==> config.mk <==
export PLATFORM = sky130hd
export DESIGN_NAME = rtccal_core
export DESIGN_NICKNAME = d
export VERILOG_FILES = /design/src/logic/rtccal_pkg.sv /design/src/logic/rtccal_core.sv
export VERILOG_INCLUDE_DIRS = /design/src /design/src/logic
export SDC_FILE = /design/constraint.sdc
export NUM_CORES = 1
export LEC_CHECK = 0
export BUFFER_PORTS_ARGS = -buffer_cell sky130_fd_sc_hd__buf_2
export CORE_MARGIN = 4
export CORE_UTILIZATION = 47
export DETAILED_ROUTE_END_ITERATION = 10
export HOLD_SLACK_MARGIN = 0.15
export PLACE_DENSITY = 0.7
export SYNTH_ARGS = -nofsm -noshare
export SYNTH_HDL_FRONTEND = slang
export SYNTH_SLANG_ARGS = --single-unit
==> constraint.sdc <==
create_clock -name hclk -period 5 [get_ports hclk]
set_input_delay 0 -clock hclk [delete_from_list [all_inputs] [get_ports hclk]]
set_output_delay 0 -clock hclk [all_outputs]
set_load 0.01 [all_outputs]
==> src/logic/rtccal_defines.svh <==
`ifndef RTCCAL_DEFINES_SVH
`define RTCCAL_DEFINES_SVH

// Register indices; the byte address on the bus is four times the index.
`define RTCCAL_IDX_WDAY 10'h003
`define RTCCAL_IDX_MDAY 10'h004
`define RTCCAL_IDX_MONTH 10'h005
`define RTCCAL_IDX_YEAR 10'h006
`define RTCCAL_IDX_TRIM 10'h007

// Field positions inside the byte registers.
`define RTCCAL_CENTURY_BIT 7
`define RTCCAL_TRIM_SIGN_BIT 6

// Values taken at reset; the calendar starts on day 01, month 01, year 00.
`define RTCCAL_RST_WDAY 3'h0
`define RTCCAL_RST_MDAY 6'h01
`define RTCCAL_RST_MONTH 5'h01
`define RTCCAL_RST_YEAR 8'h00
`define RTCCAL_RST_TRIM 7'h00

// Counting limits in BCD.
`define RTCCAL_WDAY_LAST 3'h6
`define RTCCAL_MONTH_LAST 5'h12
`define RTCCAL_YEAR_LAST 8'h99
`define RTCCAL_MDAY_FIRST 6'h01
`define RTCCAL_MONTH_FIRST 5'h01

// One second is 32768 oscillator cycles; the divider counts 0 to this value.
`define RTCCAL_NOM_LAST 16'h7fff

// Seconds values, in BCD, at which the trim correction applies.
`define RTCCAL_TRIM_PT0 7'h00
`define RTCCAL_TRIM_PT1 7'h20
`define RTCCAL_TRIM_PT2 7'h40

`endif

==> src/logic/rtccal_pkg.sv <==
`default_nettype none

package rtccal_pkg;

    // Whole state of the calendar and trim block.
    typedef struct packed {
        logic [2:0] wday;
        logic [5:0] mday;
        logic [4:0] month;
        logic century;
        logic [7:0] year;
        logic [6:0] trim;
        logic trim_en;
        logic skip;
        logic [15:0] div;
        logic pu_q;
        logic sec_tick;
        logic [4:0] wr_sel;
        logic [31:0] rdata;
    } rtccal_state_t;

endpackage

`default_nettype wire

==> src/logic/rtccal_core.sv <==
// What this block does
// - Weekday advances by one on each day carry, with the day of month.
// - Weekday counts 000 to 110 then wraps to 000.
// - Day of month runs 1 to 31, 30, 29 or 28 by month and leap year.
// - Day of month wrapping back to 1 increments the month.
// - Month counts 1 to 12; wrap to 1 carries into the year.
// - Year counts 00 to 99; years divisible by four give February 29 days.
// - Century flag toggles each time the year wraps 99 to 00.
// - Calendar counters hold and present BCD digits.
// - Untrimmed, a seconds tick comes every 32768 oscillator cycles.
// - Trim applies only to the second at seconds 00, 20 or 40.
// - Writing the trim bits enables trim with the new value.
// - A trim write at a correction point skips that correction.
// - Sign 0 lengthens the corrected second by (magnitude minus one) times two.
// - Sign 1 shortens it by (inverted magnitude plus one) times two.
// - Magnitude bits five to one all zero keep the nominal length.
// - Trim changes only the seconds count, never the oscillator tick itself.
// - Rising power-up flag clears every trim bit.
// - Day carry arrives when the hours roll over to a new day.
`include "rtccal_defines.svh"
`default_nettype none

module rtccal_core (
    // Clock and reset.
    input wire logic hclk,
    input wire logic hresetn,
    // AHB-Lite slave port.
    input wire logic hsel,
    input wire logic [31:0] haddr,
    input wire logic [1:0] htrans,
    input wire logic hwrite,
    input wire logic [2:0] hsize,
    input wire logic [31:0] hwdata,
    input wire logic hready,
    output logic hreadyout,
    output logic hresp,
    output logic [31:0] hrdata,
    // Oscillator and time counter side.
    input wire logic osc_tick,
    input wire logic day_carry,
    input wire logic [6:0] sec_value,
    input wire logic power_up_flag,
    output logic sec_tick
);
    import rtccal_pkg::*;

    rtccal_state_t st;
    rtccal_state_t nx;
    logic addr_ph;
    logic [9:0] widx;
    logic [4:0] sel;
    logic leap;
    logic [5:0] mday_last;
    logic mday_wrap;
    logic month_wrap;
    logic year_wrap;
    logic at_point;
    logic corr;
    logic [15:0] shrink;
    logic [15:0] last;
    logic [7:0] wbyte;
    logic [7:0] mday_inc;
    logic [7:0] month_inc;
    logic [7:0] year_inc;

    // Two-digit BCD increment; the caller handles the wrap value.
    function automatic logic [7:0] bcd_inc(input logic [7:0] v);
        if (v[3:0] == 4'h9) begin
            bcd_inc = {v[7:4] + 4'h1, 4'h0};
        end else begin
            bcd_inc = {v[7:4], v[3:0] + 4'h1};
        end
    endfunction

    // The slave never waits and never errors.
    assign hreadyout = 1'b1;
    assign hresp = 1'b0;
    assign hrdata = st.rdata;
    assign sec_tick = st.sec_tick;
    assign wbyte = hwdata[7:0];

    // Address decode on the word index; other addresses read zero.
    assign addr_ph = hsel && hready && htrans[1];
    assign widx = haddr[11:2];
    always_comb begin
        sel = 5'h00;
        if (haddr[31:12] == 20'h00000) begin
            sel[0] = (widx == `RTCCAL_IDX_WDAY);
            sel[1] = (widx == `RTCCAL_IDX_MDAY);
            sel[2] = (widx == `RTCCAL_IDX_MONTH);
            sel[3] = (widx == `RTCCAL_IDX_YEAR);
            sel[4] = (widx == `RTCCAL_IDX_TRIM);
        end
    end

    // Leap test on BCD digits: even tens with units 0/4/8, odd tens with 2/6.
    always_comb begin
        if (st.year[4] == 1'b0) begin
            leap = (st.year[3:0] == 4'h0) || (st.year[3:0] == 4'h4) ||
                (st.year[3:0] == 4'h8);
        end else begin
            leap = (st.year[3:0] == 4'h2) || (st.year[3:0] == 4'h6);
        end
    end

    // Last day of the current month.
    always_comb begin
        case (st.month)
            5'h02: mday_last = leap ? 6'h29 : 6'h28;
            5'h04, 5'h06, 5'h09, 5'h11: mday_last = 6'h30;
            default: mday_last = 6'h31;
        endcase
    end

    // Carry chain; a day carry comes from the hour rollover outside.
    assign mday_wrap = day_carry && (st.mday == mday_last);
    assign month_wrap = mday_wrap && (st.month == `RTCCAL_MONTH_LAST);
    assign year_wrap = month_wrap && (st.year == `RTCCAL_YEAR_LAST);

    // Incremented digit pairs for the carry chain, formed once as full bytes.
    // The narrow fields keep only their low bits, which never lose a digit below the wrap value.
    assign mday_inc = bcd_inc({2'b00, st.mday});
    assign month_inc = bcd_inc({3'b000, st.month});
    assign year_inc = bcd_inc(st.year);

    // Correction point and the trimmed divider length.
    assign at_point = (sec_value == `RTCCAL_TRIM_PT0) || (sec_value == `RTCCAL_TRIM_PT1) ||
        (sec_value == `RTCCAL_TRIM_PT2);
    assign corr = st.trim_en && at_point && !st.skip && (st.trim[5:1] != 5'h00);
    always_comb begin
        shrink = ({10'h000, ~st.trim[5:0]} + 16'h0001) << 1;
        if (!corr) begin
            last = `RTCCAL_NOM_LAST;
        end else if (!st.trim[`RTCCAL_TRIM_SIGN_BIT]) begin
            last = `RTCCAL_NOM_LAST + {9'h000, st.trim[5:0] - 6'h01, 1'b0};
        end else begin
            last = `RTCCAL_NOM_LAST - shrink;
        end
    end

    // Next-state logic for the whole block.
    always_comb begin
        nx = st;
        nx.sec_tick = 1'b0;
        nx.pu_q = power_up_flag;
        // Bus address phase: latch the target, and the read data for the data phase.
        nx.wr_sel = (addr_ph && hwrite) ? sel : 5'h00;
        if (addr_ph && !hwrite) begin
            nx.rdata = 32'h00000000;
            unique case (1'b1)
                sel[0]: nx.rdata[2:0] = st.wday;
                sel[1]: nx.rdata[5:0] = st.mday;
                sel[2]: nx.rdata[7:0] = {st.century, 2'b00, st.month};
                sel[3]: nx.rdata[7:0] = st.year;
                sel[4]: nx.rdata[6:0] = st.trim;
                default: nx.rdata = 32'h00000000;
            endcase
        end

        // Calendar counting on the day carry.
        if (day_carry) begin
            nx.wday = (st.wday == `RTCCAL_WDAY_LAST) ? 3'h0 : st.wday + 3'h1;
            nx.mday = mday_wrap ? `RTCCAL_MDAY_FIRST : mday_inc[5:0];
        end
        if (mday_wrap) begin
            nx.month = month_wrap ? `RTCCAL_MONTH_FIRST : month_inc[4:0];
        end
        if (month_wrap) begin
            nx.year = year_wrap ? 8'h00 : year_inc;
        end
        if (year_wrap) begin
            nx.century = ~st.century;
        end

        // A host write wins over a carry into the same register.
        if (st.wr_sel[0]) begin
            nx.wday = wbyte[2:0];
        end
        if (st.wr_sel[1]) begin
            nx.mday = wbyte[5:0];
        end
        if (st.wr_sel[2]) begin
            nx.month = wbyte[4:0];
            nx.century = wbyte[`RTCCAL_CENTURY_BIT];
        end
        if (st.wr_sel[3]) begin
            nx.year = wbyte;
        end

        // The skip mark lasts while the seconds stay on the point that was written at.
        if (!at_point) begin
            nx.skip = 1'b0;
        end
        if (st.wr_sel[4]) begin
            nx.trim = wbyte[6:0];
            nx.trim_en = 1'b1;
            if (at_point) begin
                nx.skip = 1'b1;
            end
        end
        // Power-up clears trim even against a write in the same cycle.
        if (power_up_flag && !st.pu_q) begin
            nx.trim = `RTCCAL_RST_TRIM;
            nx.trim_en = 1'b0;
        end

        // Seconds divider; trim moves only its end count, the oscillator is untouched.
        if (osc_tick) begin
            if (st.div >= last) begin
                nx.div = 16'h0000;
                nx.sec_tick = 1'b1;
            end else begin
                nx.div = st.div + 16'h0001;
            end
        end
    end

    // State register.
    always_ff @(posedge hclk or negedge hresetn) begin
        if (!hresetn) begin
            st.wday <= `RTCCAL_RST_WDAY;
            st.mday <= `RTCCAL_RST_MDAY;
            st.month <= `RTCCAL_RST_MONTH;
            st.century <= 1'b0;
            st.year <= `RTCCAL_RST_YEAR;
            st.trim <= `RTCCAL_RST_TRIM;
            st.trim_en <= 1'b0;
            st.skip <= 1'b0;
            st.div <= 16'h0000;
            st.pu_q <= 1'b0;
            st.sec_tick <= 1'b0;
            st.wr_sel <= 5'h00;
            st.rdata <= 32'h00000000;
        end else begin
            st <= nx;
        end
    end
endmodule

`default_nettype wire

# After elaboration in Yosys (flattened, before gate mapping)
# Index checks and enable logic that the tools add are counted.
dict set report op_classes {
  n_lt_le_gt_ge 1
  n_eq_ne 23
  muxes 33
  bitwise 2
  addsub 12
  n_reduce_logical 36
}
# cell n
set ops {}
lappend ops {{2-to-1 mux 16 bit} 3}
lappend ops {{== test 10 x 3 -> 1 bit, second input constant} 4}
lappend ops {{2-to-1 mux 8 bit} 5}
lappend ops {{2-to-1 mux 5 bit} 5}
lappend ops {{2-to-1 mux 6 bit} 4}
lappend ops {{zero test 20 bit} 1}
lappend ops {{2-to-1 mux 9 bit} 2}
lappend ops {{adder 15 x 7 -> 16 bit, first input constant} 1}
lappend ops {{adder 16 x 1 -> 16 bit, second input constant} 1}
lappend ops {{adder 4 x 1 -> 4 bit, second input constant} 4}
lappend ops {{== test 4 bit, second input constant} 4}
lappend ops {{>= comparator 16 bit} 1}
lappend ops {{subtractor 15 x 8 -> 16 bit, first input constant} 1}
lappend ops {{one-hot mux 3 bit (5 select lines)} 1}
lappend ops {{one-hot mux 3 bit (4 select lines)} 1}
lappend ops {{nonzero test 2 bit} 6}
lappend ops {{logical AND 1 bit} 11}
lappend ops {{== test 10 x 2 -> 1 bit, second input constant} 1}
lappend ops {{== test 5 x 3 -> 1 bit, second input constant} 2}
lappend ops {{== test 5 bit, second input constant} 2}
lappend ops {{one-hot mux 5 bit (2 select lines)} 1}
lappend ops {{nonzero test 3 bit} 3}
lappend ops {{== test 4 x 3 -> 1 bit, second input constant} 2}
lappend ops {{== test 8 bit, second input constant} 1}
lappend ops {{24 further kinds} 40}
dict set report totals {
  reg_bits 63
  out_inout_bits 35
  word_cells 123
  in_bits 84
}

# Longest topological paths before layout
dict set report depth {
  word_depth 13
  ltp_mapped 17
}

# Worst setup path after synthesis
# OpenSTA, ideal clock, no wires.
dict set report synth_timing {
  path_type {flip-flop to flip-flop}
  start {register st[59] (netlist name)}
  end {register st[46] (netlist name)}
  stages_incl_launch_ff 18
  period_less_slack_ps 3671
  setup_slack_ps 1329
  setup_ps 132
  arrival_ps 3540
  cell_sequence {dfrtp_1 > clkbuf_1 > or4_1 > nor2_1 > or4b_2 > clkbuf_1 > or2_2 > clkbuf_1 > nor2_1 > inv_1 > ha_1 > nand4_1 > nor2_1 > o221ai_1 > o21a_1 > a21oi_1 > clkbuf_1 > nor2_1}
}
dict set report synth_between {
  elab_chain_cells 7
}
# item line_no
set synth_rtl {}
lappend synth_rtl {{from (decl)} rtccal_core.sv:47} ;# rtccal_state_t st;
lappend synth_rtl {{from (signal assigned)} rtccal_core.sv:235} ;# st <= nx;
lappend synth_rtl {{NOT 6 bit} rtccal_core.sv:131} ;# shrink = ({10'h000, ~st.trim[5:0]} + 16'h0001) << 1;
lappend synth_rtl {{adder 6 x 1 -> 7 bit} rtccal_core.sv:131}
lappend synth_rtl {{subtractor 15 x 8 -> 16 bit (no source line)} n/a}
lappend synth_rtl {{2-to-1 mux 16 bit} rtccal_core.sv:134} ;# end else if (!st.trim[`RTCCAL_TRIM_SIGN_BIT]) begin
lappend synth_rtl {{2-to-1 mux 16 bit (*)} rtccal_core.sv:132} ;# if (!corr) begin
lappend synth_rtl {{>= comparator 16 bit (*)} rtccal_core.sv:209} ;# if (st.div >= last) begin
lappend synth_rtl {{2-to-1 mux 16 bit (*)} rtccal_core.sv:209}
# Mark *: on every way between the ends. The rest lies on a longest branch, timed or not.
# A chain may end at the register's enable or synchronous reset.

# Worst setup path after layout
dict set report layout_timing {
  start {input sec_value[2]}
  end {register st[53] (netlist name)}
}
dict set report layout_between {
  elab_chain_cells 9
}
# item line_no
set layout_rtl {}
lappend layout_rtl {{from (decl)} rtccal_core.sv:41} ;# input wire logic [6:0] sec_value,
lappend layout_rtl {{== test 7 x 6 -> 1 bit (no source line) or zero test 7 bit (tied branches)} n/a}
lappend layout_rtl {{logical OR 1 bit} rtccal_core.sv:127} ;# assign at_point = (sec_value == `RTCCAL_TRIM_PT0) || (sec_value == `RTCCAL_TRIM_PT1) ||
lappend layout_rtl {{logical OR 1 bit (*)} rtccal_core.sv:127}
lappend layout_rtl {{logical AND 1 bit (*) (3 in series)} rtccal_core.sv:129} ;# assign corr = st.trim_en && at_point && !st.skip && (st.trim[5:1] != 5'h00);
lappend layout_rtl {{2-to-1 mux 16 bit (*)} rtccal_core.sv:132}
lappend layout_rtl {{>= comparator 16 bit (*)} rtccal_core.sv:209}
lappend layout_rtl {{2-to-1 mux 16 bit (*)} rtccal_core.sv:209}
# Marked as above.

==> metrics <==
crit-path leading delay family simple AND/OR/NAND/NOR gates; Max-Slew Margin vs Limit 40.7%; Ports 119; fin. max-slew vios 0; Core Area 0.00924 mm²; initial antenna violation count 0; Sink Count 63; GRT Total Usage 19.1%; Setup crit end kind flop; worst setup margin 571 ps; initial core utilization 48.3%; via count 3775; row cnt 35; Fillers 844; Post-synth EDFFs 0; layout cells sized above 1 17.0%; type of the tightest min-delay check input pin to flop; max frequency 0.226 GHz; critical path arrival 4610 ps; uppermost layer routed met4; post-CTS sizing 0; CP startpoint kind input pin; met2 wire len 4780 µm; Clock Tree Root clkbuf_8; Clock Latency Late Sink 330 ps; first-pass GRT wire length 17400 µm; placed wire-length estimate 7530 µm; Async SR Flop Fraction 100%; largest family of logic cells by synthesized area simple AND/OR/NAND/NOR gates; Syn Inst Count 505; Synth Area in Adders 5.88%; Setup CP Type input pin to flop; crit path buf inv count 4; Routed WL per cell 14.8 µm; met3 wire length 868 µm; final setup fails 0; post-synthesis simple-gate area fraction 23.0%; area leader, netlist dfrtp_1; Core Util, Final 55.1%; commonest cells after routing, fill and taps aside 62 x buf_2, 61 x dfrtp_1, 52 x nor2_1, 48 x nand2_1, 26 x conb_1; routed wire length 10400 µm; drt drc 0; Critical-path top delay cell or4b_2; pin count of the biggest net entering global routing 64; register area share after synthesis 35.4%; CTS H-Tree Depth 3; P per Cell Area 293 mW/mm²; XOR/XNOR Fraction of Synth Area 5.30%; post-synth top area share 34.2%; slowest stage delay, CP 730 ps; WHS 252 ps; RSZ-0062 raised after global routing no; Synth Area in Compound Gates 14.3%; post-route setup TNS 0 ps; die area 0.0111 mm²; Worst-Margin Slew 889 ps; CP Data Required Time 5190 ps; leakage power 2.33 nW; Max Cap Violations 0; M1 WL 4590 µm; post-synth cell types 66; Layout Nets 670; register area 0.00158 mm²; Detail Route Antenna Nets 0; port buffer count 62; Netlist Area Pre-Place 0.00447 mm²; pre-CTS WS 938 ps; DIE WIDTH 105 µm; CTS tree done; critical-path cell list dlygate4sd3_1, buf_2, nor4_1, dlygate4sd3_1, nand2_1, or4b_2, or2_2, nor2_1, inv_1, ha_1, nand4_1, nor2_1, o221ai_1, o21a_1, a21oi_1, nor2_1; CP dominant cell by count nor2_1; total CTS buffers 9; Multi-input gate area 0.00253 mm²; Setup Skew 8.56 ps; Synthesis Warnings 0; clk buf depth 2; Synth Register Bits 63; Clk pin slew, worst setup/hold paths 80 ps; Top FF cell, synth dfrtp_1; Avg Inst Size Synth 8.84 µm²; Tmin final 4430 ps; initial drt markers 176; mux contribution to synthesized area 6.00%; fin crit share 88.6%; Hold Fails Final Rpt 0; CP max FO 12; GPL Wtd Cong 0.830; VDD IR max 143 µV; Synth area leaders dfrtp_1 34%, buf_4 5.9%, ha_1 5.9%, nor2_1 4.4%, nand2_1 4.0%; height of the die 105 µm; status complete, no violations; Via density 5.40; global route total overflow 0; leading cell type in the layout, fill and taps excluded buf_2; Synth-to-Final Area Change 14.0%; vias in the first global route 3610; n_diodes 0; drt pass-1 iters 4
==> worst register-to-register path, stage by stage (launching register included) <==
cell and delay, ps:
dfrtp_1 470, or4_1 560, nor2_1 130, xnor2_1 240
nor4bb_1 520, nor2_1 160, ha_1 340, nand4_1 130
nor2_1 130, o221ai_1 130, o21a_1 230, a21oi_1 720
nor2_1 130
==> timing repair <==
action | CTS | global route
hold buffers | 24 | 0
setup buffers | 0 | 0
endpoints found under the hold margin | 104 | 0
==> path summary, 6_finish.rpt <==
check | from | end | slack (ps) | depth (start not counted)
setup / recovery | sec_value[2] | st[53]$_DFFE_PN0P_ | 570 | 16
hold / removal | haddr[14] | hrdata[1]$_DFFE_PN0P_ | 250 | 6
setup reg to reg | st[59]$_DFFE_PN0P_ | st[53]$_DFFE_PN0P_ | 970 | 12
hold reg to reg | hrdata[5]$_DFFE_PN0P_ | hrdata[5]$_DFFE_PN0P_ | 480 | 2
max in group asynchronous | hresetn | st[38]$_DFF_PN0_ | 4080 | 3
min in group asynchronous | hresetn | st[45]$_DFFE_PN0P_ | 370 | 3
==> cells by family after synthesis <==
group	Yosys count
AO/OA/AOI/OAI	94
adder cells (fa/ha/maj)	21
buffers and inverters	79
XOR/XNOR	27
other	2
flip-flops	63
AND/OR/NAND/NOR	199
multiplexers	20
==> layer usage <==
metal | up-vias | global-route usage (%)
li1 | 1847 | -
met1 | 1773 | 25.6
met2 | 145 | 30.7
met3 | 10 | 3.80
met4 | 0 | 6.75
met5 | - | 0
==> metrics by stage <==
stage	total power (W)	instance area, µm²	cells
2_1_floorplan	0.000957	4560	529
3_3_place_gp	0.00102	4650	659
3_5_place_dp	0.00104	4650	659
4_1_cts	0.00150	5090	699
5_1_grt	0.00159	5090	699
6_report	0.00149	5090	699
==> report_power, final <==
part	internal [W]	total, W	switching [W]	leakage (nW)
combinational	0.000169	0.000352	0.000183	1.42
sequential	0.000580	0.000694	0.000113	0.815
clock	0.000241	0.000447	0.000206	0.0981
total	0.000991	0.00149	0.000503	2.33
==> flip-flops by register name, indices dropped and copies added (netlist names) <==
signal and count:
hrdata 8, sec_tick 1, st 54
==> cell type report <==
cell class                      count  area share [%]
Tap cell                          129            3.17
Sequential cell                    63            31.0
Multi-Input combinational cell    387            49.7
Clock inverter                      6            1.18
Clock buffer                       10            2.70
Timing Repair Buffer               87            11.0
Inverter                           17            1.25
==> Yosys cell counts (all sizes together), types with 6 or more instances <==
library cell and instances:
a21oi 21, a31oi 7, and3 8, buf 39, clkbuf 23, dfrtp 61
ha 21, inv 17, mux2i 14, nand2 48, nand2b 10, nand3 16
nor2 52, nor2b 11, nor3 6, nor3b 7, nor4 13, o21ai 27
o31ai 6, xnor2 13, xor2 14
Note: power is estimated with default switching activity, not from simulation.
